--- config.mk ---
export PLATFORM = sky130hd
export DESIGN_NAME = spi_eeprom_write_state_control
export DESIGN_NICKNAME = d
export VERILOG_FILES = /design/src/logic/eeprom_pkg.sv /design/src/logic/spi_eeprom_write_state_control.sv
export VERILOG_INCLUDE_DIRS = /design/src /design/src/logic
export SDC_FILE = /design/constraint.sdc
export NUM_CORES = 1
export LEC_CHECK = 0
export ABC_AREA = 0
export BUFFER_PORTS_ARGS = -buffer_cell sky130_fd_sc_hd__buf_4
export CORE_MARGIN = 5
export CORE_UTILIZATION = 50
export CTS_BUF_LIST = sky130_fd_sc_hd__clkbuf_16
export CTS_CLUSTER_SIZE = 28
export DETAILED_ROUTE_END_ITERATION = 12
export GPL_TIMING_DRIVEN = 0
export PLACE_DENSITY = 0.69
export SYNTH_ARGS = -nofsm -noshare
export SYNTH_HDL_FRONTEND = slang
export SYNTH_SLANG_ARGS = --single-unit
--- constraint.sdc ---
create_clock -name clock -period 8.8 [get_ports clock]
set_input_delay 0 -clock clock [delete_from_list [all_inputs] [get_ports clock]]
set_output_delay 0 -clock clock [all_outputs]
set_load 0.01 [all_outputs]
--- src/logic/eeprom_consts.svh ---
// constants of the serial eeprom command and write-state block
`ifndef EEPROM_CONSTS_SVH
`define EEPROM_CONSTS_SVH

// op-codes
`define OPC_WRSR 8'h01
`define OPC_WRITE 8'h02
`define OPC_READ 8'h03
`define OPC_WRITE_DISABLE 8'h04
`define OPC_STATUS_READ 8'h05
`define OPC_WRITE_ENABLE 8'h06

// status byte layout and reset value
`define ST_BUSY_BIT 0
`define ST_LATCH_BIT 1
`define ST_WR_MASK 8'hdc
`define ST_RST 8'h00

// frame lengths in serial clocks
`define OPC_BITS 12'h008
`define WRSR_BITS 12'h010
`define HDR_BITS 12'h018
`define WR_MIN_BITS 12'h020
`define CNT_MAX 12'hfff

// self-timed write cycle
`define CLK_PERIOD_NS 5
`define WRITE_TIME_NS 5000
`define WRITE_CYC (`WRITE_TIME_NS / `CLK_PERIOD_NS)

`endif

--- src/logic/eeprom_pkg.sv ---
// types of the serial eeprom command and write-state block
package eeprom_pkg;

  typedef enum logic [0:0] {
    PWR_RESET = 1'b0,
    PWR_STANDBY = 1'b1
  } pwr_t;

  typedef enum logic [2:0] {
    OP_NONE = 3'b000,
    OP_WRITE_ENABLE = 3'b001,
    OP_WRITE_DISABLE = 3'b010,
    OP_STATUS_READ = 3'b011,
    OP_WRSR = 3'b100,
    OP_READ = 3'b101,
    OP_WRITE = 3'b110
  } op_t;

  typedef logic [12:1] code_t;

endpackage

--- src/logic/spi_eeprom_write_state_control.sv ---
// serial eeprom command acceptance, write-state control and ecc array
`timescale 1ns/1ps
`default_nettype none
`include "eeprom_consts.svh"

// What this block does
// power-good high enters standby; power-good low returns to held reset.
// leaving reset, device idles with write enable latch cleared.
// host sends write-enable before every write; unarmed writes do nothing.
// instructions accepted only after chip select is driven low.
// completed array or status write clears the write enable latch.
// internal write starts only on chip select rising after a valid whole-byte count.
// array access during internal write is ignored; programming continues.
// unknown op-code does nothing; data output stays undriven all frame.
// each stored byte carries ecc correcting any single bit error.
// write-enable frame closed by chip select sets latch and status bit.
// write-disable clears the write enable latch.
// during internal write only status read is serviced.
// status busy bit high during internal write, low otherwise.
// host polls busy until low before next command after a write.
// write frame with wrong clock count is dropped, latch kept.
module spi_eeprom_write_state_control
  import eeprom_pkg::*;
#(
  parameter int ADDR_W = 5,
  parameter int unsigned WRITE_CYCLES = `WRITE_CYC
)
(
  input wire logic clock,
  input wire logic rst_b,
  input wire logic por_ok,
  input wire logic cs_b,
  input wire logic sck,
  input wire logic si,
  output logic so,
  output logic so_oe,
  output logic standby
);

  localparam int DEPTH = 1 << ADDR_W;

  // ----------------------------------------------------------------
  // ecc helpers
  // ----------------------------------------------------------------
  function automatic code_t ecc_enc(input logic [7:0] d);
    code_t c;
    int j;
    c = '0;
    j = 0;
    for (int i = 3; i <= 12; i++)
    begin
      if (i != 4 && i != 8)
      begin
        c[i] = d[j];
        j++;
      end
    end
    for (int k = 0; k < 4; k++)
      for (int i = 3; i <= 12; i++)
        if (((i >> k) & 1) == 1 && i != (1 << k))
          c[1 << k] = c[1 << k] ^ c[i];
    return c;
  endfunction

  function automatic logic [7:0] ecc_dec(input code_t cw);
    code_t c;
    logic [3:0] syn;
    logic [7:0] d;
    int j;
    c = cw;
    syn = 4'h0;
    d = 8'h00;
    j = 0;
    for (int i = 1; i <= 12; i++)
      if (c[i])
        syn = syn ^ 4'(i);
    // one flipped bit points at itself; zero syndrome means clean
    if (syn != 4'h0 && syn <= 4'hc)
      c[syn] = ~c[syn];
    for (int i = 3; i <= 12; i++)
    begin
      if (i != 4 && i != 8)
      begin
        d[j] = c[i];
        j++;
      end
    end
    return d;
  endfunction

  // ----------------------------------------------------------------
  // pin synchronisers
  // ----------------------------------------------------------------
  logic por_m, por_s, cs_m, cs_s, cs_d, sck_m, sck_s, sck_d, si_m, si_s;

  always_ff @(posedge clock or negedge rst_b)
  begin
    if (!rst_b)
    begin
      por_m <= 1'b0;
      por_s <= 1'b0;
      cs_m <= 1'b1;
      cs_s <= 1'b1;
      cs_d <= 1'b1;
      sck_m <= 1'b0;
      sck_s <= 1'b0;
      sck_d <= 1'b0;
      si_m <= 1'b0;
      si_s <= 1'b0;
    end
    else
    begin
      por_m <= por_ok;
      por_s <= por_m;
      cs_m <= cs_b;
      cs_s <= cs_m;
      cs_d <= cs_s;
      sck_m <= sck;
      sck_s <= sck_m;
      sck_d <= sck_s;
      si_m <= si;
      si_s <= si_m;
    end
  end

  // ----------------------------------------------------------------
  // power state and framing
  // ----------------------------------------------------------------
  pwr_t pwr_r;
  logic hold, frame_r, cs_fall, cs_rise, sck_rise, sck_fall;
  logic busy_r, write_enable_latch_r, wrsr_r, done;
  logic [11:0] cnt_r;
  logic [23:0] in_sr_r, sr_nxt;
  op_t op_r, op_now, op_dec;

  always_ff @(posedge clock or negedge rst_b)
  begin
    if (!rst_b)
      pwr_r <= PWR_RESET;
    else
      pwr_r <= por_s ? PWR_STANDBY : PWR_RESET;
  end

  assign hold = (pwr_r == PWR_RESET);
  assign cs_fall = cs_d & ~cs_s;
  assign cs_rise = ~cs_d & cs_s;
  assign sck_rise = frame_r & ~sck_d & sck_s;
  assign sck_fall = frame_r & sck_d & ~sck_s;
  assign sr_nxt = {in_sr_r[22:0], si_s};
  assign standby = ~hold & ~frame_r & ~busy_r;

  // a select already low at power-up opens no frame
  always_ff @(posedge clock or negedge rst_b)
  begin
    if (!rst_b)
      frame_r <= 1'b0;
    else if (hold || cs_rise)
      frame_r <= 1'b0;
    else if (cs_fall)
      frame_r <= 1'b1;
  end

  always_ff @(posedge clock or negedge rst_b)
  begin
    if (!rst_b)
    begin
      cnt_r <= 12'h000;
      in_sr_r <= 24'h000000;
    end
    else if (hold || cs_fall)
      cnt_r <= 12'h000;
    else if (sck_rise)
    begin
      in_sr_r <= sr_nxt;
      if (cnt_r != `CNT_MAX)
        cnt_r <= cnt_r + 12'h001;
    end
  end

  // ----------------------------------------------------------------
  // op-code decode
  // ----------------------------------------------------------------
  always_comb
  begin
    case (sr_nxt[7:0])
      `OPC_WRITE_ENABLE: op_dec = OP_WRITE_ENABLE;
      `OPC_WRITE_DISABLE: op_dec = OP_WRITE_DISABLE;
      `OPC_STATUS_READ: op_dec = OP_STATUS_READ;
      `OPC_WRSR: op_dec = OP_WRSR;
      `OPC_READ: op_dec = OP_READ;
      `OPC_WRITE: op_dec = OP_WRITE;
      default: op_dec = OP_NONE;
    endcase
    if (busy_r && op_dec != OP_STATUS_READ)
      op_dec = OP_NONE;
  end

  assign op_now = (cnt_r == `OPC_BITS - 12'h001) ? op_dec : op_r;

  always_ff @(posedge clock or negedge rst_b)
  begin
    if (!rst_b)
      op_r <= OP_NONE;
    else if (hold || cs_fall)
      op_r <= OP_NONE;
    else if (sck_rise && cnt_r == `OPC_BITS - 12'h001)
      op_r <= op_dec;
  end

  // ----------------------------------------------------------------
  // address, page buffer and frame end
  // ----------------------------------------------------------------
  logic [ADDR_W-1:0] addr_r, rd_idx;
  logic [7:0] pbuf_r [DEPTH];
  logic [DEPTH-1:0] pmask_r;
  logic byte_edge, wr_go;
  logic [7:0] st_bits_r, st_pend_r, status;
  logic [15:0] wait_r;

  assign byte_edge = sck_rise && cnt_r[2:0] == 3'h7;
  assign rd_idx = (cnt_r == `HDR_BITS - 12'h001) ?
                  sr_nxt[ADDR_W-1:0] : addr_r;

  always_ff @(posedge clock or negedge rst_b)
  begin
    if (!rst_b)
    begin
      addr_r <= '0;
      pmask_r <= '0;
    end
    // status polls during a write must not wipe the pending page
    else if (hold || (cs_fall && !busy_r))
      pmask_r <= '0;
    else if (byte_edge && cnt_r >= `HDR_BITS - 12'h001)
    begin
      if (op_r == OP_READ)
        addr_r <= rd_idx + 1'b1;
      else if (op_r == OP_WRITE && cnt_r == `HDR_BITS - 12'h001)
        addr_r <= sr_nxt[ADDR_W-1:0];
      else if (op_r == OP_WRITE)
      begin
        // page wraps, later bytes overwrite earlier ones
        pbuf_r[addr_r] <= sr_nxt[7:0];
        pmask_r[addr_r] <= 1'b1;
        addr_r <= addr_r + 1'b1;
      end
    end
  end

  // whole-byte count only (at least 32 for a write, exactly 16 for status write), and only when armed
  assign wr_go = cs_rise && !hold && write_enable_latch_r &&
    ((op_r == OP_WRITE && cnt_r >= `WR_MIN_BITS && cnt_r[2:0] == 3'h0) ||
     (op_r == OP_WRSR && cnt_r == `WRSR_BITS));
  assign done = busy_r && wait_r == 16'h0000;

  // ----------------------------------------------------------------
  // self-timed write cycle
  // ----------------------------------------------------------------
  always_ff @(posedge clock or negedge rst_b)
  begin
    if (!rst_b)
    begin
      busy_r <= 1'b0;
      wait_r <= 16'h0000;
      wrsr_r <= 1'b0;
      st_pend_r <= `ST_RST;
    end
    else if (hold)
      busy_r <= 1'b0;
    else if (wr_go)
    begin
      busy_r <= 1'b1;
      wait_r <= 16'(WRITE_CYCLES - 1);
      wrsr_r <= (op_r == OP_WRSR);
      st_pend_r <= in_sr_r[7:0];
    end
    else if (done)
      busy_r <= 1'b0;
    else if (busy_r)
      wait_r <= wait_r - 16'h0001;
  end

  always_ff @(posedge clock or negedge rst_b)
  begin
    if (!rst_b)
      write_enable_latch_r <= 1'b0;
    else if (hold || done)
      write_enable_latch_r <= 1'b0;
    else if (cs_rise && cnt_r == `OPC_BITS && op_r == OP_WRITE_ENABLE)
      write_enable_latch_r <= 1'b1;
    else if (cs_rise && cnt_r == `OPC_BITS && op_r == OP_WRITE_DISABLE)
      write_enable_latch_r <= 1'b0;
  end

  // ----------------------------------------------------------------
  // array and status commit
  // ----------------------------------------------------------------
  code_t mem_r [DEPTH];

  always_ff @(posedge clock or negedge rst_b)
  begin
    if (!rst_b)
      st_bits_r <= `ST_RST;
    else if (done && wrsr_r)
      st_bits_r <= st_pend_r & `ST_WR_MASK;
  end

  // array content survives brown-out, so it has no reset
  always_ff @(posedge clock)
  begin
    if (done && !wrsr_r && !hold)
      for (int i = 0; i < DEPTH; i++)
        if (pmask_r[i])
          mem_r[i] <= ecc_enc(pbuf_r[i]);
  end

  always_comb
  begin
    status = st_bits_r;
    status[`ST_BUSY_BIT] = busy_r;
    status[`ST_LATCH_BIT] = write_enable_latch_r;
  end

  // ----------------------------------------------------------------
  // serial output
  // ----------------------------------------------------------------
  logic [7:0] out_sr_r;
  logic so_r, so_oe_r, load_st, load_rd;

  assign load_st = byte_edge && op_now == OP_STATUS_READ;
  assign load_rd = byte_edge && op_r == OP_READ &&
                   cnt_r >= `HDR_BITS - 12'h001;

  always_ff @(posedge clock or negedge rst_b)
  begin
    if (!rst_b)
    begin
      out_sr_r <= 8'h00;
      so_r <= 1'b0;
      so_oe_r <= 1'b0;
    end
    else if (hold || cs_rise || cs_fall)
      so_oe_r <= 1'b0;
    else if (load_st || load_rd)
    begin
      out_sr_r <= load_st ? status : ecc_dec(mem_r[rd_idx]);
      so_oe_r <= 1'b1;
    end
    else if (sck_fall && so_oe_r)
    begin
      so_r <= out_sr_r[7];
      out_sr_r <= {out_sr_r[6:0], 1'b0};
    end
  end

  assign so = so_r;
  assign so_oe = so_oe_r;

  logic [11:0] flip_r;
  always_ff @(posedge clock or negedge rst_b)
  begin
    if (!rst_b)
      flip_r <= 12'h001;
    else
      flip_r <= {flip_r[10:0], flip_r[11]};
  end

  // busy length counter; too long a span for a sequence delay
  logic [15:0] run_r;
  always_ff @(posedge clock or negedge rst_b)
  begin
    if (!rst_b)
      run_r <= 16'h0000;
    else if (!busy_r)
      run_r <= 16'h0000;
    else
      run_r <= run_r + 16'h0001;
  end
endmodule
`default_nettype wire

Yosys cells after proc, flatten, opt, wreduce, memory -nomap -nowiden

Memories as Yosys holds them, arrays and structs flattened.
Index checks and enable logic that the tools add are counted.

RAM bits: 640
Register bits: 114
Output and inout port bits: 3
Memories: 2
Memory bits (read-only): 0
Bits in latches: 0

Order comparisons: 245
Reductions and logical operators: 65
Multiply operators: 0
Muxes and demuxes: 2951
Equal/unequal tests: 23
Div/mod/pow operators: 0
Shifts and indexed selects: 0
Bitwise operators: 480
$add $sub $neg: 202

Memories:

| name   | depth | width | rd ports | clocked after Yosys merged registers in | write ports | RTL line                              | source |
|---|---|---|---|---|---|---|---|
| mem_r  | 32    | 12    | 1        | 0                                       | 32          | spi_eeprom_write_state_control.sv:298 | `code_t mem_r [DEPTH];` |
| pbuf_r | 32    | 8     | 32       | 0                                       | 1           | spi_eeprom_write_state_control.sv:214 | `logic [7:0] pbuf_r [DEPTH];` |

Operator list:

| kind                  | number |
|---|---|
| $mux 32               | 467 |
| $lt 32x5->1 const B   | 231 |
| $add 32x2->32 const B | 198 |
| $mux 1                | 2174 |
| $bmux 1 s3            | 224 |
| $xor 1x1->1           | 448 |
| $ge 32x1->1 const B   | 7 |
| $mux 8                | 15 |
| $mux 4                | 29 |
| $mux 12               | 6 |
| $bwmux 8              | 7 |
| $mux 16               | 3 |
| $logic_and 1x1->1     | 34 |
| $or 32x32->32         | 1 |
| $eq 12x5->1 const B   | 2 |
| $eq 8x3->1 const B    | 3 |
| $mux 3                | 8 |
| $demux 1 s3           | 7 |
| $mux 5                | 4 |
| $pmux 3 s6            | 1 |
| $reduce_bool 2->1     | 9 |
| $eq 8x2->1 const B    | 2 |
| $logic_not 16->1      | 1 |
| $sub 16x1->16 const B | 1 |
| 37 further kinds      | 84 |

Depth between registers and ports, before layout

Depth in word-level cells: 86
Mapped depth: 19
Mapped depth without buffers: 15

Least setup slack after synthesis

No wires, ideal clock.

Path type: register to register
From: reg cnt_r[9]
To: reg out_sr_r[0]
Data arrival time: 4206 ps
Period minus slack after synthesis: 4330 ps
Setup slack: 4470 ps
Stages on the path, launching flop included: 17
Cells stage by stage: dfrtp_1 -> or4_1 -> buf_6 -> o31ai_4 -> and2_1 -> buf_6 -> nand2_1 -> a311oi_1 -> nor3_1 -> or4_1 -> buf_6 -> clkinv_4 -> xnor3_2 -> or3_4 -> a211oi_2 -> mux2i_1 -> o31a_1

Longest elaborated chain between the ends: 75

RTL lines:

| item                   | RTL line                              | source |
|---|---|---|
| start, declared        | spi_eeprom_write_state_control.sv:132 | `logic [11:0] cnt_r;` |
| start signal, assigned | spi_eeprom_write_state_control.sv:176 | `cnt_r <= cnt_r + 12'h001;` |
| $eq 12x5->1            | spi_eeprom_write_state_control.sv:221 | `` assign rd_idx = (cnt_r == `HDR_BITS - 12'h001) ? `` |
| $mux 5                 | spi_eeprom_write_state_control.sv:221 |  |
| $mem_v2 32x12          | -                                     |  |
| $mux 1                 | spi_eeprom_write_state_control.sv:75  | `if (c[i])` |
| $mux 4                 | spi_eeprom_write_state_control.sv:344 | `else if (load_st \|\| load_rd)` |
| $mux 4                 | spi_eeprom_write_state_control.sv:342 | `else if (hold \|\| cs_rise \|\| cs_fall)` |
| $mux 2                 | spi_eeprom_write_state_control.sv:75  |  |
| $mux 4                 | spi_eeprom_write_state_control.sv:344 |  |
| [... 59 more ...]      | -                                     |  |
| $mux 8                 | spi_eeprom_write_state_control.sv:344 |  |
| $mux 8                 | spi_eeprom_write_state_control.sv:342 |  |
| $bwmux 8               | spi_eeprom_write_state_control.sv:84  | `d[j] = c[i];` |
| $mux 8                 | spi_eeprom_write_state_control.sv:344 |  |
| $mux 8                 | spi_eeprom_write_state_control.sv:342 |  |
| $bwmux 8               | spi_eeprom_write_state_control.sv:84  |  |
| $mux 8                 | spi_eeprom_write_state_control.sv:346 | `out_sr_r <= load_st ? status : ecc_dec(mem_r[rd_idx]);` |
| $mux 8                 | spi_eeprom_write_state_control.sv:344 |  |
| end signal, assigned   | spi_eeprom_write_state_control.sv:346 |  |
| end signal, assigned   | spi_eeprom_write_state_control.sv:352 | `out_sr_r <= {out_sr_r[6:0], 1'b0};` |
| end, declared          | spi_eeprom_write_state_control.sv:327 | `logic [7:0] out_sr_r;` |

Several ways; a longest one is shown, not always the timed one. The select of a mux whose other input is x is not followed.
A chain may end at the register's enable or synchronous reset.

Worst setup path after layout

From: reg in_sr_r[1]
To: reg out_sr_r[0]

Longest elaborated chain between the ends: 74

RTL lines:

| item                   | RTL line                              | source |
|---|---|---|
| start, declared        | spi_eeprom_write_state_control.sv:133 | `logic [23:0] in_sr_r, sr_nxt;` |
| start signal, assigned | spi_eeprom_write_state_control.sv:174 | `in_sr_r <= sr_nxt;` |
| $mux 5                 | spi_eeprom_write_state_control.sv:221 |  |
| $mem_v2 32x12          | -                                     |  |
| $mux 1                 | spi_eeprom_write_state_control.sv:75  |  |
| $mux 4                 | spi_eeprom_write_state_control.sv:344 |  |
| $mux 4                 | spi_eeprom_write_state_control.sv:342 |  |
| $mux 2                 | spi_eeprom_write_state_control.sv:75  |  |
| $mux 4                 | spi_eeprom_write_state_control.sv:344 |  |
| $mux 4                 | spi_eeprom_write_state_control.sv:342 |  |
| [... 58 more ...]      | -                                     |  |
| $mux 8                 | spi_eeprom_write_state_control.sv:344 |  |
| $mux 8                 | spi_eeprom_write_state_control.sv:342 |  |
| $bwmux 8               | spi_eeprom_write_state_control.sv:84  |  |
| $mux 8                 | spi_eeprom_write_state_control.sv:344 |  |
| $mux 8                 | spi_eeprom_write_state_control.sv:342 |  |
| $bwmux 8               | spi_eeprom_write_state_control.sv:84  |  |
| $mux 8                 | spi_eeprom_write_state_control.sv:346 |  |
| $mux 8                 | spi_eeprom_write_state_control.sv:344 |  |

Several ways; a longest one is shown, not always the timed one. The select of a mux whose other input is x is not followed.

==> out/metrics.cfg <==
[clocking]
htree_num_levels=3
clk_latency_ns=0.62
ctsRootBufferMaster=clkbuf_16
cts_setup_buffers=0
clock-sinks=751
clk_pin_slew_ns=0.06
clock_path_buffers=3
numCtsBuffers=76
cts_tree=built

[cells_and_area]
fill_cells=5075
seqCellArea_um2=22000
final_area_um2=36500
fin_nets=2436
area_growth_pct=11.9
multiInputGateArea_um2=10100
drive_gt1_frac=0.0856

[worst_hold_path]
hold_end=si_m
hold_depth=2
hold_path_class=input pin to flip-flop
holdCritStartpoint=si

[sta]
setup-violations-final=0
relSlewSlack=-0.0727
worst_pin_slew_ns=1.61
grt_setup_unrepaired=false
finalHoldViolCount=0
fin_crit_ns=7.87
finalClockSkew_ns=0.0269
final.setup.tns_ns=0
fmax_mhz=127
period_share=0.894
maxSlewViolCount=10

[synth]
syn_area_per_cell_um2=14.1
ys_ff_latch=751
seq_area_frac_synth=0.675
ys_types=80
synthArstFlopShare=0.148
synth_edf_count=640
synth_warnings=0
ys.flop_type=edfxtp_1
synth_nets=2332
netlist_area_um2=32600
syn_inst=2317

[grt]
grt_antenna_before_repair=3
grt_overflow=0
grt_pass1_wl_mm=142
grt_max_degree=65
track_usage=0.279
grt_pass1_vias=20200

[power_and_ir_drop]
clkPwrFrac=0.445
swShare=0.201
ir_drop_v=0.000137
cellInternalPower_w=0.00570
power_frac_comb=0.013
pwr_density_cell_nw_per_um2=195
power_frac_seq=0.542
p_leak_nw=12.5
p_switching_w=0.00143

[placement]
dpl_cell_area_um2=34000
place_hpwl_mm=68.8
io_buffers=8
globalplace.congestion=1.30

[worst_setup_path]
worstReg2RegStart=in_sr_r[1]
r2r_slack_ns=0.93
r2r_cells=15
worstPathRequired_ns=9.36
path_max_fanout=14
critPathCaptureType=flip-flop
crit-reg2reg-capture=out_sr_r[0]
cp_data_arrival_time_ns=8.43
path_class=flip-flop to flip-flop
critPathLaunchType=flip-flop

[status]
violations=max-capacitance violations, max-slew violations
status=complete, but fails checks

[route]
drtIter0Drc=3598
wl_per_cell_um=29.9
drc_errors=0
drt-total-wl_mm=99.8
vias=21000
firstDrtPassIters=9
antenna_left=0
via_per_inst=6.29

[floorplan]
design.core.area_um2=64500
initial_core_util=0.506
die_x_um=265
ioPinCount=9
chipHeight_um=265
die_area_um2=70400
rows=93

[job]
cap_viol_max_count=3

worst max-delay path: stages, from the launching register on:
cell and delay (ns):
dfrtp_2 0.67, clkbuf_1 0.54, nand4_1 1.01, nand2_2 0.54, buf_2 0.48, buf_1 0.91, nor2_1 0.30, and3_1 0.28
a311oi_1 0.80, a211oi_1 0.28, xnor2_1 0.43, xnor3_2 0.40, or3_4 0.44, a211oi_2 0.21, mux2i_1 0.32, o31a_1 0.16
cells in the mapped netlist (all sizes together), types with 4 or more instances:
master | number | area (um^2)
and2 | 38 | 238
o22ai | 34 | 213
nor2 | 130 | 488
nor2b | 4 | 25.0
a31oi | 27 | 169
or4 | 7 | 52.6
mux2 | 21 | 236
a311oi | 27 | 236
inv | 17 | 63.8
dfrtp | 108 | 2700
xnor2 | 328 | 2880
o211ai | 5 | 37.5
a2111oi | 4 | 41.3
and3 | 47 | 294
xor2 | 100 | 876
edfxtp | 640 | 19200
nand4 | 6 | 37.5
buf | 42 | 257
mux2i | 94 | 941
o31ai | 10 | 103
nor3 | 26 | 146
a41oi | 4 | 35.0
ha | 9 | 113
o21ai | 22 | 110
nand2b | 12 | 75.1
a22oi | 6 | 45.0
or3 | 14 | 92.6
a22o | 4 | 36.3
nand2 | 221 | 832
nor4 | 24 | 171
nand3 | 41 | 205
a21oi | 86 | 430
a211oi | 54 | 415
clkbuf | 53 | 199
final cells by class:
| cell class | instances | share of cell area |
|---|---|---|
| Clock inverter | 54 | 0.0109 |
| Inverter | 18 | 0.00199 |
| Multi-Input combinational cell | 1453 | 0.277 |
| Sequential cell | 751 | 0.603 |
| Tap cell | 855 | 0.0293 |
| Timing Repair Buffer | 26 | 0.00971 |
| Buffer | 95 | 0.0125 |
| Antenna cell | 1 | 0.0000686 |
| Clock buffer | 81 | 0.0556 |
layout by cell type, fill, tap and decap left out, drive strengths merged, types with 7 or more instances in the layout:
master,netlist,routed
edfxtp,640,640
xnor2,328,328
nand2,221,221
clkbuf,53,134
nor2,130,130
dfrtp,108,108
xor2,100,100
mux2i,94,94
a21oi,86,86
buf,42,62
a211oi,54,54
and3,47,47
nand3,41,41
inv,17,41
and2,38,38
o22ai,34,34
a311oi,27,27
a31oi,27,27
nor3,26,26
nor4,24,24
o21ai,22,22
clkinv,1,22
mux2,21,21
or3,14,14
nand2b,12,12
o31ai,10,10
ha,9,9
or4,7,7
stage by stage:
step                      utilization  std cells  setup slack, ns  hold WS (ns)  power, W
after floorplan                     -       2317             4.47        -0.296   0.00395
after global placement          0.523       3180            0.607         0.110   0.00401
after detailed placement        0.527       3190             1.82        0.0722   0.00402
after CTS                       0.566       3332             1.74        0.0197   0.00715
after global routing            0.566       3333             1.21        0.0466   0.00732
final                           0.566       3334            0.930        0.0418   0.00713
per-layer routing:
| layer | routed length [um] | share of wire | vias up | global-route usage |
|---|---|---|---|---|
| li1 | - | - | 8745 | - |
| met1 | 37000 | 0.37 | 10300 | 0.374 |
| met2 | 43200 | 0.43 | 1576 | 0.415 |
| met3 | 12900 | 0.13 | 387 | 0.0779 |
| met4 | 6820 | 0.068 | 0 | 0.152 |
| met5 | 0 | 0 | - | 0 |
power by group through the flow:
stage	registers, W	logic [W]	clock network, W
2_1_floorplan	0.00393	0.0000259	0
3_3_place_gp	0.00396	0.0000493	0
3_5_place_dp	0.00394	0.0000855	0
4_1_cts	0.00386	0.0000897	0.00320
5_1_grt	0.00386	0.0000974	0.00336
6_report	0.00386	0.0000928	0.00317
worst max-delay path by stage:
stage | from | to | cells after the start
floorplan | cnt_r[9] | out_sr_r[0] | 16
global placement | in_sr_r[1] | out_sr_r[2] | 15
detailed placement | in_sr_r[1] | out_sr_r[0] | 15
CTS | in_sr_r[1] | out_sr_r[1] | 15
global route | in_sr_r[1] | out_sr_r[0] | 15
finish | in_sr_r[1] | out_sr_r[0] | 15
sequential cells by signal, summed over array words and instances, names as in the netlist, 3 cells and up:
signal / count
addr_r: 5
cnt_r: 12
in_sr_r: 8
mem_r: 384
op_r: 3
out_sr_r: 8
pbuf_r: 256
pmask_r: 32
st_bits_r: 5
st_pend_r: 5
wait_r: 16
logic make-up (layout without fill, tap and decap cells):
logic type | after synthesis | after routing | share of synthesized area
buf+inv | 113 | 274 | 0.0162
simple gates | 585 | 585 | 0.0855
flops | 751 | 751 | 0.675
fa+ha+maj | 9 | 9 | 0.00345
xor+xnor | 431 | 431 | 0.117
other cells | 0 | 1 | 0
mux | 117 | 117 | 0.0375
compound gates | 311 | 311 | 0.0651
what timing repair did:
item,4_1_cts,5_1_grt
endpoints found under the setup margin,0,0
endpoints found under the hold margin,115,0
hold buffers,7,0
resized for setup,0,0
No activity file was read; power rests on OpenSTA's default activity.
